==> src/design/adc_seq_cfg.svh <==
`ifndef ADC_SEQ_CFG_SVH
`define ADC_SEQ_CFG_SVH
// ==========================================================
// timing and field constants
`define CONV_CYCLES 4'd11
`define SAMPLE_DLY_CPU 3'd2
`define SAMPLE_DLY_ADC 3'd2
`define TRIG_SYNC_CPU 3'd3
`define PS_W 3
`define SUT_W 6
`define THT_W 2
`define CH_W 6
`define TS_W 3
`define TS_SELF 3'd0
`define ZERO_CNT 10'h000
`define ONE_CNT 10'h001
`define RESULT_RESET 10'h000
`define DIV_RESET 7'h00
`endif

==> src/design/adc_seq_pkg.sv <==
package adc_seq_pkg;
    // ==========================================================
    // sequencer states, one-hot
    typedef enum logic [7:0] {
        ST_OFF = 8'h01,
        ST_SUPPLY = 8'h02,
        ST_STARTUP = 8'h04,
        ST_AMPINIT = 8'h08,
        ST_IDLE = 8'h10,
        ST_DELAY = 8'h20,
        ST_CONV = 8'h40,
        ST_TRACK = 8'h80
    } seq_state_t;
endpackage

==> src/design/adc_prescaler.sv <==
`timescale 1ns/1ns
`include "adc_seq_cfg.svh"
// ==========================================================
// converter clock prescaler: one-cycle tick per converter clock
module adc_prescaler (
    input wire logic core_clk,
    input wire logic rst_n,
    input wire logic enable,
    input wire logic restart,
    input wire logic [`PS_W-1:0] prescale_select_field,
    output logic adc_tick
);
    logic [6:0] div_q;
    logic [6:0] div_d;
    logic [6:0] limit;
    logic tick_d;

    // divide ratio 2^sel, sel 0 treated as 2
    assign limit = (prescale_select_field == 3'h0) ? 7'h01 :
        7'((8'h01 << prescale_select_field) - 8'h01);
    assign tick_d = enable && !restart && (div_q == limit);
    assign div_d = (!enable || restart || tick_d) ? `DIV_RESET :
        7'(div_q + 7'h01);

    // counter held in reset while disabled
    always_ff @(posedge core_clk or negedge rst_n) begin
        if (!rst_n) begin
            div_q <= `DIV_RESET;
            adc_tick <= 1'b0;
        end else begin
            div_q <= div_d;
            adc_tick <= tick_d;
        end
    end
endmodule

==> src/design/adc_conversion_sequencer.sv <==
`timescale 1ns/1ns
`include "adc_seq_cfg.svh"
// Function
// - wait supply ok before powering converter
// - start during startup runs after startup
// - channel follows input until a start request locks it
// - start bit high through single conversion
// - new channel applies after current conversion
// - trigger rising edge in idle restarts prescaler, converts
// - held trigger or busy edge ignored
// - trigger flags set masked; software clears
// - self flag trigger gives free running
// - software start works with auto trigger
// - prescaler divides, reset while disabled
// - startup lasts four times field plus one
// - differential at end of startup adds amplifier init period
// - startup six bits, track two bits
// - timing fields buffered, latched safely
// - fixed start to sample delay
// - idle trigger on single-ended channel adds three cpu cycles
// - eleven cycles, result, flag, clear start unless free running
// - tracking phase after every conversion
// - free running restarts after tracking
// - low byte read blocks result update
// - low channel write loads channel buffer
module adc_conversion_sequencer (
    input wire logic core_clk,
    input wire logic rst_n,
    input wire logic converter_enable_bit,
    input wire logic start_conversion_write,
    input wire logic auto_trigger_enable,
    input wire logic [`TS_W-1:0] trigger_select_field,
    input wire logic [7:0] trigger_sources,
    input wire logic [`PS_W-1:0] prescale_select_field,
    input wire logic [`SUT_W-1:0] startup_count_field,
    input wire logic [`THT_W-1:0] track_hold_count_field,
    input wire logic timing_config_write,
    input wire logic channel_select_top_bit,
    input wire logic channel_top_write,
    input wire logic [4:0] channel_select_low_bits,
    input wire logic channel_low_write,
    input wire logic channel_differential,
    input wire logic analog_supply_ok_flag,
    input wire logic done_flag_clear,
    input wire logic result_low_read,
    input wire logic result_high_read,
    input wire logic [9:0] core_result,
    output logic analog_supply_rail,
    output logic converter_power,
    output logic amplifier_power,
    output logic sample_hold,
    output logic converting,
    output logic start_conversion_bit,
    output logic conversion_done_flag,
    output logic [`CH_W-1:0] active_channel,
    output logic active_differential,
    output logic [9:0] result
);
    import adc_seq_pkg::*;

    // ==========================================================
    // pin synchronisers
    logic [1:0] sok_s_q;
    logic [7:0] trg_s1_q;
    logic [7:0] trg_s2_q;
    logic sok;
    always_ff @(posedge core_clk or negedge rst_n) begin
        if (!rst_n) begin
            sok_s_q <= 2'b00;
            trg_s1_q <= 8'h00;
            trg_s2_q <= 8'h00;
        end else begin
            sok_s_q <= {sok_s_q[0], analog_supply_ok_flag};
            trg_s1_q <= trigger_sources;
            trg_s2_q <= trg_s1_q;
        end
    end
    assign sok = sok_s_q[1];

    // ==========================================================
    // state and registers
    seq_state_t state_q, state_d;
    logic [9:0] cnt_q, cnt_d;
    logic [2:0] dly_q, dly_d;
    logic pend_q, pend_d;
    logic trg_sel_q, free_q, free_d;
    logic top_tmp_q;
    logic [`CH_W-1:0] ch_tmp_q;
    logic diff_tmp_q;
    logic [`SUT_W-1:0] sut_tmp_q, sut_q;
    logic [`THT_W-1:0] tht_tmp_q, tht_q;
    logic lock_q;
    logic adc_tick;

    // trigger edge detect on selected synced source
    wire trg_sel = trg_s2_q[trigger_select_field];
    wire self_trig = trigger_select_field == `TS_SELF;
    wire trig_edge = auto_trigger_enable && !self_trig && trg_sel
        && !trg_sel_q;
    wire busy = state_q == ST_DELAY || state_q == ST_CONV;
    wire trig_take = trig_edge && !busy;
    wire sw_req = start_conversion_write || pend_q;
    wire tick_last = adc_tick && cnt_q == `ONE_CNT;
    wire diff = active_differential;
    // lengths worked out at full count width so the top field values fit
    wire [9:0] sut_len = {2'b00, sut_q, 2'b00} + 10'h004;
    wire [9:0] ini_len = {7'h00, tht_q, 1'b0} + 10'h006;
    wire [9:0] trk_len = diff ? {7'h00, tht_q, 1'b0} + 10'h003
        : {8'h00, tht_q} + 10'h001;
    wire [2:0] dly_len = trig_take ? 3'(`SAMPLE_DLY_CPU + `TRIG_SYNC_CPU)
        : `SAMPLE_DLY_CPU;
    wire done_evt = state_q == ST_CONV && tick_last;
    wire result_blocked;
    wire ch_open = state_q == ST_OFF || state_q == ST_SUPPLY
        || !lock_q;

    // ==========================================================
    // sequencer next state
    always_comb begin
        state_d = state_q;
        cnt_d = cnt_q;
        dly_d = dly_q;
        // a trigger edge during tracking waits for the phase to end
        pend_d = pend_q || start_conversion_write
            || (trig_take && state_q == ST_TRACK);
        free_d = free_q;
        if (adc_tick && cnt_q != `ZERO_CNT)
            cnt_d = 10'(cnt_q - 10'h001);
        unique case (state_q)
            ST_OFF: begin
                state_d = ST_SUPPLY;
            end
            ST_SUPPLY: begin
                if (sok) begin
                    state_d = ST_STARTUP;
                    cnt_d = sut_len;
                end
            end
            ST_STARTUP: begin
                if (tick_last) begin
                    state_d = diff ? ST_AMPINIT : ST_IDLE;
                    cnt_d = ini_len;
                end
            end
            ST_AMPINIT: begin
                if (tick_last)
                    state_d = ST_IDLE;
            end
            ST_IDLE: begin
                if (sw_req || trig_take) begin
                    state_d = ST_DELAY;
                    pend_d = 1'b0;
                    free_d = auto_trigger_enable && self_trig;
                    dly_d = diff ? `SAMPLE_DLY_ADC : dly_len;
                end
            end
            ST_DELAY: begin
                if ((diff ? adc_tick : 1'b1) && dly_q != 3'h0)
                    dly_d = 3'(dly_q - 3'h1);
                if (dly_q == 3'h1 && (diff ? adc_tick : 1'b1)) begin
                    state_d = ST_CONV;
                    cnt_d = 10'(`CONV_CYCLES);
                end
            end
            ST_CONV: begin
                if (tick_last) begin
                    state_d = ST_TRACK;
                    cnt_d = trk_len;
                end
            end
            ST_TRACK: begin
                if (tick_last) begin
                    if (free_q && auto_trigger_enable && self_trig) begin
                        state_d = ST_CONV;
                        cnt_d = 10'(`CONV_CYCLES);
                    end else begin
                        state_d = ST_IDLE;
                        free_d = 1'b0;
                    end
                end
            end
        endcase
        if (!converter_enable_bit) begin
            state_d = ST_OFF;
            cnt_d = `ZERO_CNT;
            pend_d = 1'b0;
            free_d = 1'b0;
        end
    end

    // trigger during busy does not restart prescaler
    adc_prescaler u_prescaler (
        .core_clk(core_clk),
        .rst_n(rst_n),
        .enable(converter_enable_bit),
        .restart(trig_take && state_q == ST_IDLE),
        .prescale_select_field(prescale_select_field),
        .adc_tick(adc_tick)
    );

    // ==========================================================
    // sequencer registers
    always_ff @(posedge core_clk or negedge rst_n) begin
        if (!rst_n) begin
            state_q <= ST_OFF;
            cnt_q <= `ZERO_CNT;
            dly_q <= 3'h0;
            pend_q <= 1'b0;
            free_q <= 1'b0;
            trg_sel_q <= 1'b0;
        end else begin
            state_q <= state_d;
            cnt_q <= cnt_d;
            dly_q <= dly_d;
            pend_q <= pend_d;
            free_q <= free_d;
            trg_sel_q <= trg_sel;
        end
    end

    // ==========================================================
    // channel and timing buffers
    always_ff @(posedge core_clk or negedge rst_n) begin
        if (!rst_n) begin
            top_tmp_q <= 1'b0;
            ch_tmp_q <= 6'h00;
            diff_tmp_q <= 1'b0;
            sut_tmp_q <= 6'h00;
            tht_tmp_q <= 2'h0;
            sut_q <= 6'h00;
            tht_q <= 2'h0;
            active_channel <= 6'h00;
            active_differential <= 1'b0;
            lock_q <= 1'b0;
        end else begin
            if (channel_top_write)
                top_tmp_q <= channel_select_top_bit;
            if (channel_low_write) begin
                ch_tmp_q <= {top_tmp_q, channel_select_low_bits};
                diff_tmp_q <= channel_differential;
            end
            if (timing_config_write) begin
                sut_tmp_q <= startup_count_field;
                tht_tmp_q <= track_hold_count_field;
            end
            // lock from start request until completion
            if (!converter_enable_bit || done_evt)
                lock_q <= 1'b0;
            else if (sok && (start_conversion_write || pend_q
                || state_d == ST_DELAY || state_d == ST_CONV))
                lock_q <= 1'b1;
            if (ch_open) begin
                active_channel <= ch_tmp_q;
                active_differential <= diff_tmp_q;
            end
            if (state_q == ST_OFF || state_q == ST_SUPPLY
                || state_q == ST_IDLE) begin
                sut_q <= sut_tmp_q;
                tht_q <= tht_tmp_q;
            end
        end
    end

    // ==========================================================
    // result, flags and power outputs
    logic blk_q;
    assign result_blocked = blk_q;
    always_ff @(posedge core_clk or negedge rst_n) begin
        if (!rst_n) begin
            blk_q <= 1'b0;
            result <= `RESULT_RESET;
            conversion_done_flag <= 1'b0;
            start_conversion_bit <= 1'b0;
            analog_supply_rail <= 1'b0;
            converter_power <= 1'b0;
            amplifier_power <= 1'b0;
            sample_hold <= 1'b0;
            converting <= 1'b0;
        end else begin
            if (result_high_read)
                blk_q <= 1'b0;
            else if (result_low_read)
                blk_q <= 1'b1;
            if (done_evt && !result_blocked)
                result <= core_result;
            // set wins over software clear
            if (done_evt)
                conversion_done_flag <= 1'b1;
            else if (done_flag_clear)
                conversion_done_flag <= 1'b0;
            start_conversion_bit <= converter_enable_bit &&
                (state_d == ST_DELAY || state_d == ST_CONV
                 || pend_d || (free_d && state_d == ST_TRACK));
            analog_supply_rail <= converter_enable_bit;
            converter_power <= converter_enable_bit && state_d != ST_OFF
                && state_d != ST_SUPPLY;
            amplifier_power <= converter_enable_bit && state_d != ST_OFF
                && state_d != ST_SUPPLY && diff_tmp_q;
            sample_hold <= state_d == ST_CONV && state_q != ST_CONV;
            converting <= state_d == ST_CONV;
        end
    end
endmodule

==> config.mk <==
export PLATFORM = sky130hd
export DESIGN_NAME = adc_conversion_sequencer
export DESIGN_NICKNAME = d
export VERILOG_FILES = /design/src/design/adc_seq_pkg.sv /design/src/design/adc_prescaler.sv /design/src/design/adc_conversion_sequencer.sv
export VERILOG_INCLUDE_DIRS = /design/src /design/src/design
export SDC_FILE = /design/constraint.sdc
export NUM_CORES = 1
export LEC_CHECK = 0
export BUFFER_PORTS_ARGS = -buffer_cell sky130_fd_sc_hd__buf_2
export CORE_UTILIZATION = 40
export CTS_CLUSTER_SIZE = 10
export DETAILED_ROUTE_END_ITERATION = 10
export GPL_ROUTABILITY_DRIVEN = 0
export SLEW_MARGIN = 10
export SYNTH_ARGS = -nofsm -noshare
export SYNTH_HDL_FRONTEND = slang
export SYNTH_SLANG_ARGS = --single-unit
==> constraint.sdc <==
create_clock -name core_clk -period 5.5 [get_ports core_clk]
set_input_delay 0.275 -clock core_clk [delete_from_list [all_inputs] [get_ports core_clk]]
set_output_delay 0.275 -clock core_clk [all_outputs]
set_load 0.005 [all_outputs]
-- After elaboration in Yosys (flattened, before gate mapping)
Index checks and enable logic that the tools add are counted.
- flip-flop bits (word level): 100
- bits in latches: 0
- RAM bits: 0
- memory bits (read-only): 0
- input port bits: 51
- output and inout port bits: 24
- logic and storage cells: 159
- memories kept: 0
- $add $sub $neg: 8
- multiply operators: 0
- div/mod/pow operators: 0
- magnitude comparators: 1
- eq/ne operators: 19
- shifts and indexed selects: 1
- mux-type cells: 45
- bitwise gates (word level): 0
- reductions and logical operators: 55
- operator list (operator ; number):
    10-bit two-way mux ; 8
    8-bit two-way mux ; 8
    8-bit one-hot mux with 8 select lines ; 1
    10-bit one-hot mux with 5 select lines ; 1
    1-bit logical AND ; 24
    7-bit two-way mux ; 3
    8-bit by 6-bit == test with 1-bit output, second input constant ; 2
    8-bit by 7-bit == test with 1-bit output, second input constant ; 2
    8-bit == test, second input constant ; 2
    1-bit logical OR ; 15
    1-bit two-way mux ; 15
    3-bit two-way mux ; 4
    10-bit by 1-bit == test with 1-bit output, second input constant ; 1
    10-bit nonzero test ; 1
    10-bit by 1-bit subtractor with 10-bit output, second input constant ; 1
    8-bit by 3-bit adder with 9-bit output, second input constant ; 1
    8-bit by 1-bit == test with 1-bit output, second input constant ; 1
    8-bit by 2-bit == test with 1-bit output, second input constant ; 1
    8-bit by 3-bit == test with 1-bit output, second input constant ; 1
    8-bit by 4-bit == test with 1-bit output, second input constant ; 1
    8-bit by 5-bit == test with 1-bit output, second input constant ; 1
    8-bit by 1-bit != test with 1-bit output, second input constant ; 1
    8-bit by 2-bit != test with 1-bit output, second input constant ; 1
    8-bit by 7-bit != test with 1-bit output, second input constant ; 1
    22 further kinds ; 32

-- Longest topological paths before layout
Gate-level depths: netlist (run 1).
- depth after elaboration: 16
- mapped depth: 8
- depth with buffers taken out: 7

-- Modules after synthesis
A second synthesis (run 1) with hierarchy kept.
- cell total of the unflattened synthesis: 395
- area, all modules: 4674.5 um^2
- modules (own cells, without submodules) (module ; times used ; cells an instance ; area an instance (um^2) ; seq. area each (um^2)):
    adc_conversion_sequencer ; 1 ; 347 ; 4185.3 ; 2303.5
    adc_prescaler ; 1 ; 48 ; 489.2 ; 200.2

-- Worst setup path before layout (run 1)
Ideal clock, no wire load.
- path type: reg2reg
- from: register cnt_q[2]
- to: register result[0]
- library setup time: 125 ps
- arrival time: 1868 ps
- data required time: 5375 ps
- slack: 3507 ps
- cell stages (with the launch flop): 6
- path buffers: 0
- period minus slack after synthesis: 1993 ps
- cells stage by stage: dfrtp_1 -> nor4_2 -> and4_1 -> nand2_1 -> nor2_4 -> mux2_2
- cells in the longest elaborated chain, start to end: 4
- ends and longest elaborated chain (element ; RTL line ; source):
    from (decl) ; adc_conversion_sequencer.sv:83 ; logic [9:0] cnt_q, cnt_d;
    from (signal assigned) ; adc_conversion_sequencer.sv:206 ; cnt_q <= `ZERO_CNT;
    from (signal assigned) ; adc_conversion_sequencer.sv:213 ; cnt_q <= cnt_d;
    10-bit by 1-bit == test with 1-bit output (no line) ; -- ;
    1-bit logical AND (no line) ; -- ;
    1-bit logical AND ; adc_conversion_sequencer.sv:112 ; wire done_evt = state_q == ST_CONV && tick_last;
    1-bit logical AND ; adc_conversion_sequencer.sv:284 ; if (done_evt && !result_blocked)
    to (signal assigned) ; adc_conversion_sequencer.sv:271 ; result <= `RESULT_RESET;
    to (signal assigned) ; adc_conversion_sequencer.sv:285 ; result <= core_result;
    to (decl) ; adc_conversion_sequencer.sv:57 ; output logic [9:0] result
No other way between the ends.
A chain may end at the register's enable or synchronous reset.

-- Final worst setup path (run 1)
- from: register cnt_q[2]
- to: register start_conversion_bit
- cells in the longest elaborated chain, start to end: 10
- elaborated cells on any way between the ends: 19
- those cells by class: eq/ne (4); mux (9); reduce/logical (6)
- ends and longest elaborated chain (element ; RTL line ; source):
    10-bit by 1-bit == test with 1-bit output (no line) (*) ; -- ;
    1-bit logical AND (no line) (*) ; -- ;
    8-bit two-way mux (on tied branches) ; -- ;
    8-bit one-hot mux with 8 select lines ; adc_conversion_sequencer.sv:129 ; unique case (state_q)
    8-bit two-way mux ; adc_conversion_sequencer.sv:183 ; if (!converter_enable_bit) begin
    8-bit by 6-bit == test with 1-bit output / 8-bit by 7-bit == test with 1-bit output (equally long branches) ; adc_conversion_sequencer.sv:292 ; (state_d == ST_DELAY || state_d == ST_CONV
    1-bit logical OR ; adc_conversion_sequencer.sv:292 ;
    1-bit logical OR ; adc_conversion_sequencer.sv:293 ; || pend_d || (free_d && state_d == ST_TRACK));
    1-bit logical OR (*) ; adc_conversion_sequencer.sv:293 ;
    1-bit logical AND (*) ; adc_conversion_sequencer.sv:291 ; start_conversion_bit <= converter_enable_bit &&
    to (signal assigned) ; adc_conversion_sequencer.sv:291 ;
    to (decl) ; adc_conversion_sequencer.sv:53 ; output logic start_conversion_bit,
Mark *: on every way between the ends. The rest lies on a longest branch, timed or not.

==> results.yml, run 1 <==
clocking:
  worst_skew_pair_latency_ns: 0.35
  numCtsBuffers: 9
  cts-root-to-sink-buffers: 2
  post-cts-setup-buffer-count: 0
  clkSlewWorstSetupHoldPaths_ns: 0.07
  post_cts_hold_buffer_count: 1
  clock-sinks: 100
  clock-root-buffer: "clkbuf_16"
  post_cts_resized: 0
  tritoncts: "built"
  h-tree-depth: 3
critical_path:
  slowest_delay_ns: 0.57
  worst_ep_required_time_ns: 5.73
  crit_path_max_fanout: 12
  critical_path_start_type: "flop"
  cp-end-kind: "flop"
  crit_path_cells: "nor4_2 -> nand4_1 -> o21a_1 -> nor3_1 -> nor4b_2 -> a211o_1"
  arrival_ns: 2.87
  regToRegSetupSlack_ns: 2.85
  critical_path_class: "flop to flop"
  worst_path_max_delay_cell: "nand4_1"
power_and_ir_drop:
  p_int_uw: 1240
  seqPwrFrac_pct: 50.2
  net-switching-power_uw: 414
  ir_drop_uv: 162
  power_density_mw_per_mm2: 299
  p_clk_share_pct: 38.6
  p_comb_share_pct: 11.2
  lkg_pwr_uw: 0.00254
  power.switching_fraction_pct: 25.1
route:
  vias_per_cell: 5.45
  drc: 0
  final_antenna_net_count: 0
  dr_iter_0_viols: 241
  num_vias: 3453
  drt_pre_antenna_iters: 4
  wl_per_cell_um: 15.7
  postRouteWirelength_um: 9970
global_routing:
  antenna_found_initial: 0
  total_routing_usage_gr_pct: 18.4
  grt_max_degree: 53
  grt_pass1_wl_um: 16900
  grt_pass1_vias: 3581
  grt_overflow: 0
synth:
  synth_most_common_cell: "dfrtp_1"
  seq_area_frac_synth_pct: 53.3
  synth_top_cells_by_count: "dfrtp_1, mux2_2, nor2_1, nand2_1, o21ai_0"
  synth_top_cells_by_area: "dfrtp_1, mux2_2, nor2_1"
  synth-async-reset-ratio_pct: 100
  synth_top_cell_by_area: "dfrtp_1"
  synth.yosys.warnings: 0
  synth_nets: 472
  synth.cell_area_mm2: 0.00470
  yosysUniqueCellTypes: 67
  synth_flop_cell: "dfrtp_1"
  post_synth.cell_area_avg_um2: 11.4
  instance_count_of_the_mapped_netlist: 411
  post-synth-top-area-fraction_pct: 52.8
  synth-edff-count: 0
  ff_latch_count_synth: 100
sta:
  fin_skew_ns: 0.00746
  fin_tns_setup_ns: 0
  final_period_minus_worst_setup_slack_ns: 2.65
  fin_crit_sh_pct: 48.1
  slew_viol_final: 0
  report.final.setup_viol: 0
  grt_setup_unrepaired: "no"
  worst_slew_margin_relative_to_its_limit_pct: 47.4
  fmaxAchievable_mhz: 378
  hold_viol: 0
  timing_worst_slew_pin_value_ns: 0.784
die:
  design.die.area_mm2: 0.0122
  placeableCoreArea_mm2: 0.0114
  initial_utilization_pct: 41.1
  dieHeight_um: 110
  floorplan.io_pins: 75
  core.rowCount: 39
  die-width_um: 110
cells_and_area:
  postLayoutCoreUtil_pct: 48.3
  fin_nets: 547
  instances_no_fill: 634
  layout-drive-gt1-share_pct: 29.3
  syn2layout_area_growth_pct: 17.4
  num_antenna_cells: 0
job:
  maxCapViolCount: 0
status:
  outcome: "finished clean"
placement:
  io_buffers: 74
  post-place-cells: 617
  dpl.hpwl_um: 7210
worst_hold_path:
  holdCritPathClass: "input pin to flop"
==> critical path: cells and delay by family, from the launching register on <==
family	cells	cell delay [ns]
DFF	1	0.44
AOI/OAI and AO/OA	2	0.65
and+or+nand+nor	4	1.44
==> through the flow <==
step	setup WS [ns]	hold slack (ns)	area (um^2)	power, uW
2_1_floorplan	3.51	-0.0206	4700	951
3_3_place_gp	2.98	0.333	5200	1020
3_5_place_dp	2.90	0.336	5200	1030
4_1_cts	2.88	0.0211	5510	1670
5_1_grt	2.64	0.0163	5510	1730
6_report	2.85	0.0317	5510	1650
==> logic make-up after synthesis <==
group | after synthesis | synth area share, %
AOI/OAI and AO/OA | 70 | 10.3
DFF | 100 | 53.3
muxes | 45 | 11.4
buffers and inverters | 25 | 2.18
adders and majority gates | 10 | 2.66
xor gates and xnor gates | 21 | 3.92
and+or+nand+nor | 140 | 16.2
==> layout make-up <==
class                      instances  area [um^2]
timing repair buffer              76          390
clock buffer                      10          229
sequential                       100         2500
clock inverter                     6         71.3
tap                              143          179
fill                            1090         5910
multi-input combinational        286         2090
inverter                          13         48.8
==> layer usage <==
metal  share of wire, %  global-route usage, %
met3                5.7                   3.76
met5                  0                      0
met2                 47                   29.3
met4                2.8                   9.49
met1                 45                   23.7
==> sequential cells by signal, indices dropped and copies added, names as in the netlist, 7 cells and up <==
signal and flops:
result 10, state_q 8, trg_s1_q 8, trg_s2_q 8, u_prescaler.div_q 7, cnt_q 10
==> path summary, 6_finish.rpt <==
path                       depth (start not counted)                    to                from
setup / recovery                                   6  start_conversion_bit            cnt_q[2]
hold / removal                                     1           trg_s1_q[1]  trigger_sources[1]
setup reg to reg                                   6  start_conversion_bit            cnt_q[2]
hold reg to reg                                    0           trg_s2_q[6]         trg_s1_q[6]
max in group asynchronous                          3             result[8]               rst_n
min in group asynchronous                          2          sut_tmp_q[3]               rst_n
==> cells in the final DEF (no fill, tap or decap), drive strengths merged, types with 9 or more instances in the layout <==
master	instances
dfrtp	99
buf	75
nor2	39
mux2	39
nand2	24
o21ai	17
a21oi	15
nand3	14
inv	14
xor2	13
nor3	12
ha	10
clkbuf	10
nor4	9
==> power groups by stage <==
| stage | clock network [uW] | logic (uW) | registers, uW |
|---|---|---|---|
| 2_1_floorplan | 0 | 123 | 827 |
| 3_3_place_gp | 0 | 182 | 840 |
| 3_5_place_dp | 0 | 187 | 843 |
| 4_1_cts | 653 | 188 | 829 |
| 5_1_grt | 681 | 211 | 836 |
| 6_report | 636 | 186 | 828 |
Note: power is estimated with default switching activity, not from simulation.
==> run 2: changes to the inputs <==
==> constraint.sdc (replaced) <==
create_clock -name core_clk -period 2.1 [get_ports core_clk]
set_input_delay 0.105 -clock core_clk [delete_from_list [all_inputs] [get_ports core_clk]]
set_output_delay 0.105 -clock core_clk [all_outputs]
set_load 0.005 [all_outputs]
==> results.yml, run 2 (synthesis results as in run 1) <==
critical_path:
  crit_path_cells: "nor2_1 -> and4b_2 -> o311a_1 -> o31ai_2 -> a21oi_1 -> a211o_1"
  worst_r2r_endpoint: "start_conversion_bit"
  crit-reg2reg-launch: "state_q[0]"
  critical_path_start_type: "flop"
  worst_path_max_delay_cell: "dfstp_2"
  cp-end-kind: "flop"
  worst_ep_required_time_ns: 2.34
  top_cell_family_by_delay_on_the_critical_path: "compound AO/OA/AOI/OAI gates"
  arrival_ns: 2.33
  critical_path_class: "flop to flop"
  crit_path_max_fanout: 6
  regToRegSetupSlack_ns: 0.002
  critical_path.n_buffers_inverters: 0
  r2r_cells: 6
  cp.depth: 6
  slowest_delay_ns: 0.60
placement:
  post-place-cells: 648
  dpl.hpwl_um: 7780
  io_buffers: 74
route:
  final_antenna_net_count: 0
  wl_per_cell_um: 15.5
  dr_iter_0_viols: 223
  drc: 0
  drt_pre_antenna_iters: 4
  postRouteWirelength_um: 10900
  num_vias: 3702
  vias_per_cell: 5.25
sta:
  fin_crit_sh_pct: 99.9
  slew_viol_final: 0
  fmaxAchievable_mhz: 477
  fin_skew_ns: 0.00485
  final_period_minus_worst_setup_slack_ns: 2.10
  worst_slew_margin_relative_to_its_limit_pct: 72.2
  hold_viol: 0
  fin_tns_setup_ns: 0
  grt_setup_unrepaired: "yes"
  report.final.setup_viol: 0
  timing_worst_slew_pin_value_ns: 0.413
power_and_ir_drop:
  ir_drop_uv: 492
  power_density_mw_per_mm2: 694
  lkg_pwr_uw: 0.00288
clocking:
  clock-root-buffer: "clkbuf_16"
  tritoncts: "built"
  worst_skew_pair_latency_ns: 0.35
  numCtsBuffers: 9
  cts-root-to-sink-buffers: 2
  clock-sinks: 100
  clkSlewWorstSetupHoldPaths_ns: 0.07
  h-tree-depth: 3
cells_and_area:
  layout-drive-gt1-share_pct: 34.9
  layout_commonest_cell: "dfrtp_1"
  instances_no_fill: 705
  largest_registers: "cnt_q: 10 flops, result: 10 flops"
  num_antenna_cells: 0
  fin_nets: 618
  syn2layout_area_growth_pct: 33.2
  most-common-layout-cells: "dfrtp_1, buf_2, dlygate4sd3_1"
global_routing:
  grt_use_met2_pct: 30.7
  antenna_found_initial: 0
  grt_pass1_wl_um: 17700
  grtUsageMet3_pct: 3.41
  busiest_layer: "met2"
  grt.met1_usage_pct: 25.9
  grt_overflow: 0
  grt_pass1_vias: 3614
  total_routing_usage_gr_pct: 19.3
  grt_max_degree: 47
worst_hold_path:
  holdCritPathClass: "input pin to flop"
  worst_hold_path.endpoint: "analog_supply_rail"
  hold_path_startpoint: "converter_enable_bit"
  hold_path_cell_cnt: 1
die:
  floorplan.io_pins: 75
  initial_utilization_pct: 41.1
  die-width_um: 110
  design.die.area_mm2: 0.0122
  dieHeight_um: 110
  core.rowCount: 39
  placeableCoreArea_mm2: 0.0114
job:
  maxCapViolCount: 0
status:
  outcome: "finished clean"
-- run 2: cell count changes in the layout (fill, tap and decap cells not counted), sizes merged --
| cell | change |
|---|---|
| dlygate4sd3 | +38 |
| buf | +33 |
| clkbuf | -1 |
| clkinv | +1 |
| bufinv | -1 |
| inv | +1 |
-- run 2: area by class of cell --
type | instances | area [um^2]
Multi-Input combinational cell | 286 | 2190
Clock inverter | 7 | 58.8
Tap cell | 143 | 179
Inverter | 13 | 48.8
Sequential cell | 100 | 2510
Clock buffer | 9 | 225
Timing Repair Buffer | 147 | 1040
Fill cell | 1024 | 5160
-- run 2: per-stage QoR --
step / hold WS, ns / utilization (%) / area [um^2] / setup slack, ns / power (uW)
2_1_floorplan: -0.191 / - / 4700 / 0.107 / 2490
3_3_place_gp: 0.0133 / 47.7 / 5450 / -0.00228 / 2720
3_5_place_dp: 0.0256 / 47.7 / 5450 / -0.0833 / 2740
4_1_cts: 0.000313 / 53.7 / 6130 / 0.00450 / 4380
5_1_grt: 0.0263 / 54.8 / 6250 / -0.0704 / 4560
6_report: 0.0387 / 54.8 / 6250 / 0.00166 / 4340
-- run 2: routing by layer --
layer / wire length (um) / share of wire (%)
met1: 4980 / 46
met2: 5150 / 47
met3: 541 / 5.0
met4: 242 / 2.2
met5: 0 / 0
-- run 2: how the worst max path moves through the flow --
stage | startpoint | slack, ns | endpoint
6_report | state_q[0] | 0.002 | start_conversion_bit
5_1_grt | state_q[1] | -0.07 | start_conversion_bit
4_1_cts | trg_s2_q[3] | 0.005 | start_conversion_bit
3_5_place_dp | state_q[1] | -0.08 | dly_q[2]
3_3_place_gp | state_q[1] | -0.002 | dly_q[2]
2_1_floorplan | cnt_q[2] | 0.11 | result[0]
-- run 2: repair_timing --
action | 4_1_cts | 5_1_grt
setup endpoints to repair | 6 | 23
hold buffers | 39 | 0
gates cloned | 0 | 0
hold endpoints to repair | 75 | 0
pin swaps | 0 | 4
gates resized for setup | 2 | 22
setup buffers | 0 | 2
-- run 2: report_power, final --
part,internal [uW],switching (uW)
clock,822,751
combinational,330,283
sequential,2060,97.4
==> run 3: changes to the inputs <==
--- a/config.mk
+++ b/config.mk
@@ -11,6 +11,7 @@
 export CTS_CLUSTER_SIZE = 10
 export DETAILED_ROUTE_END_ITERATION = 10
 export GPL_ROUTABILITY_DRIVEN = 0
+export SKIP_CTS_REPAIR_TIMING = 1
 export SLEW_MARGIN = 10
 export SYNTH_ARGS = -nofsm -noshare
 export SYNTH_HDL_FRONTEND = slang
==> constraint.sdc (replaced) <==
create_clock -name core_clk -period 2 [get_ports core_clk]
set_input_delay 0.1 -clock core_clk [delete_from_list [all_inputs] [get_ports core_clk]]
set_output_delay 0.1 -clock core_clk [all_outputs]
set_load 0.005 [all_outputs]
==> results.yml, run 3 (synthesis results as in run 1) <==
status:
  outcome: "finished, violations left"
  violated_checks: "hold timing, setup timing"
route:
  drc: 0
  final_antenna_net_count: 0
  drt_pre_antenna_iters: 4
  postRouteWirelength_um: 11500
  dr_iter_0_viols: 250
  num_vias: 3900
  vias_per_cell: 5.37
  wl_per_cell_um: 15.8
cells_and_area:
  syn2layout_area_growth_pct: 39.8
  multi_input_comb_area_mm2: 0.00228
  num_antenna_cells: 0
  layout_commonest_cell: "dfrtp_1"
  layout-drive-gt1-share_pct: 41.7
  fin_nets: 639
  largest_registers: "cnt_q: 10 flops, result: 10 flops"
  instances_no_fill: 726
  ff_latch_area_mm2: 0.00251
  layout.filler_cells: 970
  most-common-layout-cells: "dfrtp_1, buf_2, buf_4"
sta:
  worst_hold_slack_ns: -0.00899
  slack_of_the_critical_path_ns: -0.0644
  hold_viol: 4
  worst_slew_margin_relative_to_its_limit_pct: 69.2
  report.final.setup_viol: 11
  timing_worst_slew_pin_value_ns: 0.462
  slew_viol_final: 0
  grt_setup_unrepaired: "yes"
  final_period_minus_worst_setup_slack_ns: 2.06
  fin_skew_ns: 0.00809
  fin_crit_sh_pct: 103
  fmaxAchievable_mhz: 484
global_routing:
  grt_max_degree: 61
  antenna_found_initial: 0
  grt_pass1_vias: 3701
  total_routing_usage_gr_pct: 18.9
  grt_pass1_wl_um: 17600
  grt_overflow: 0
clocking:
  cts-root-to-sink-buffers: 2
  worst_skew_pair_latency_ns: 0.34
  numCtsBuffers: 9
  tritoncts: "built"
  h-tree-depth: 3
  clock-sinks: 100
  clock-root-buffer: "clkbuf_16"
  clkSlewWorstSetupHoldPaths_ns: 0.07
die:
  initial_utilization_pct: 41.1
  dieHeight_um: 110
  placeableCoreArea_mm2: 0.0114
  floorplan.io_pins: 75
  core.rowCount: 39
  design.die.area_mm2: 0.0122
  die-width_um: 110
critical_path:
  crit_path_max_fanout: 6
  arrival_ns: 2.29
  cp-end-kind: "flop"
  r2r_cells: 6
  critical_path_start_type: "flop"
  worst_ep_required_time_ns: 2.23
  regToRegSetupSlack_ns: -0.06
  crit_end: "start_conversion_bit"
  crit_start: "state_q[5]"
  critical_path_class: "flop to flop"
  crit-reg2reg-launch: "state_q[5]"
  worst_r2r_endpoint: "start_conversion_bit"
placement:
  dpl.hpwl_um: 7950
  place_worst_setup_slack_ns: -0.106
  post-place-cells: 667
  io_buffers: 74
power_and_ir_drop:
  ir_drop_uv: 666
  power_density_mw_per_mm2: 739
  lkg_pwr_uw: 0.00302
job:
  maxCapViolCount: 0
worst_hold_path:
  holdCritPathClass: "input pin to flop"
-- run 3: stage by stage --
stage                     hold slack, ns  total power [uW]  util (%)  TNS [ns]  instance area, um^2
final                           -0.00899              4850      57.5    -0.151                 6560
after global routing           -0.000298              5050      57.5     -2.15                 6560
after CTS                         -0.285              4790      51.9     -1.42                 5920
after floorplan                   -0.196              2610         -         0                 4700
after detailed placement          0.0870              2900      49.1    -0.981                 5600
after global placement            0.0843              2880      49.1    -0.930                 5600
-- run 3: critical path, cell delays in order, from the launching register on --
cell and delay, ns:
dfrtp_2 0.47, xor2_1 0.19, and4b_2 0.27, o311a_4 0.35, o31ai_2 0.26, a21oi_2 0.10
a211o_1 0.31
-- run 3: metal layers --
metal	GRT usage (%)	up-vias	share of wire, %
li1	-	1820	-
met1	25.5	1882	43
met3	4.35	32	6.4
met2	29.5	166	48
met5	0	-	0
met4	7.80	0	2.6
-- run 3: cell type report --
class / instances / share of cell area (%)
Timing Repair Buffer: 168 / 18.5
Inverter: 13 / 0.743
Sequential cell: 100 / 38.3
Multi-Input combinational cell: 286 / 34.8
Tap cell: 143 / 2.73
Clock buffer: 10 / 3.49
Clock inverter: 6 / 1.43
-- run 3: worst min-delay path by stage --
stage | start | to | cells past startpoint
floorplan | rst_n | active_channel[0] | 0
global placement | rst_n | cnt_q[9] | 1
detailed placement | rst_n | cnt_q[9] | 1
CTS | rst_n | cnt_q[9] | 1
global route | startup_count_field[1] | sut_tmp_q[1] | 2
finish | channel_select_low_bits[4] | ch_tmp_q[4] | 2
-- run 3: report_power, final --
| part | switching, uW | total [uW] | internal [uW] |
|---|---|---|---|
| combinational | 316 | 698 | 381 |
| clock | 778 | 1890 | 1110 |
| sequential | 102 | 2260 | 2160 |
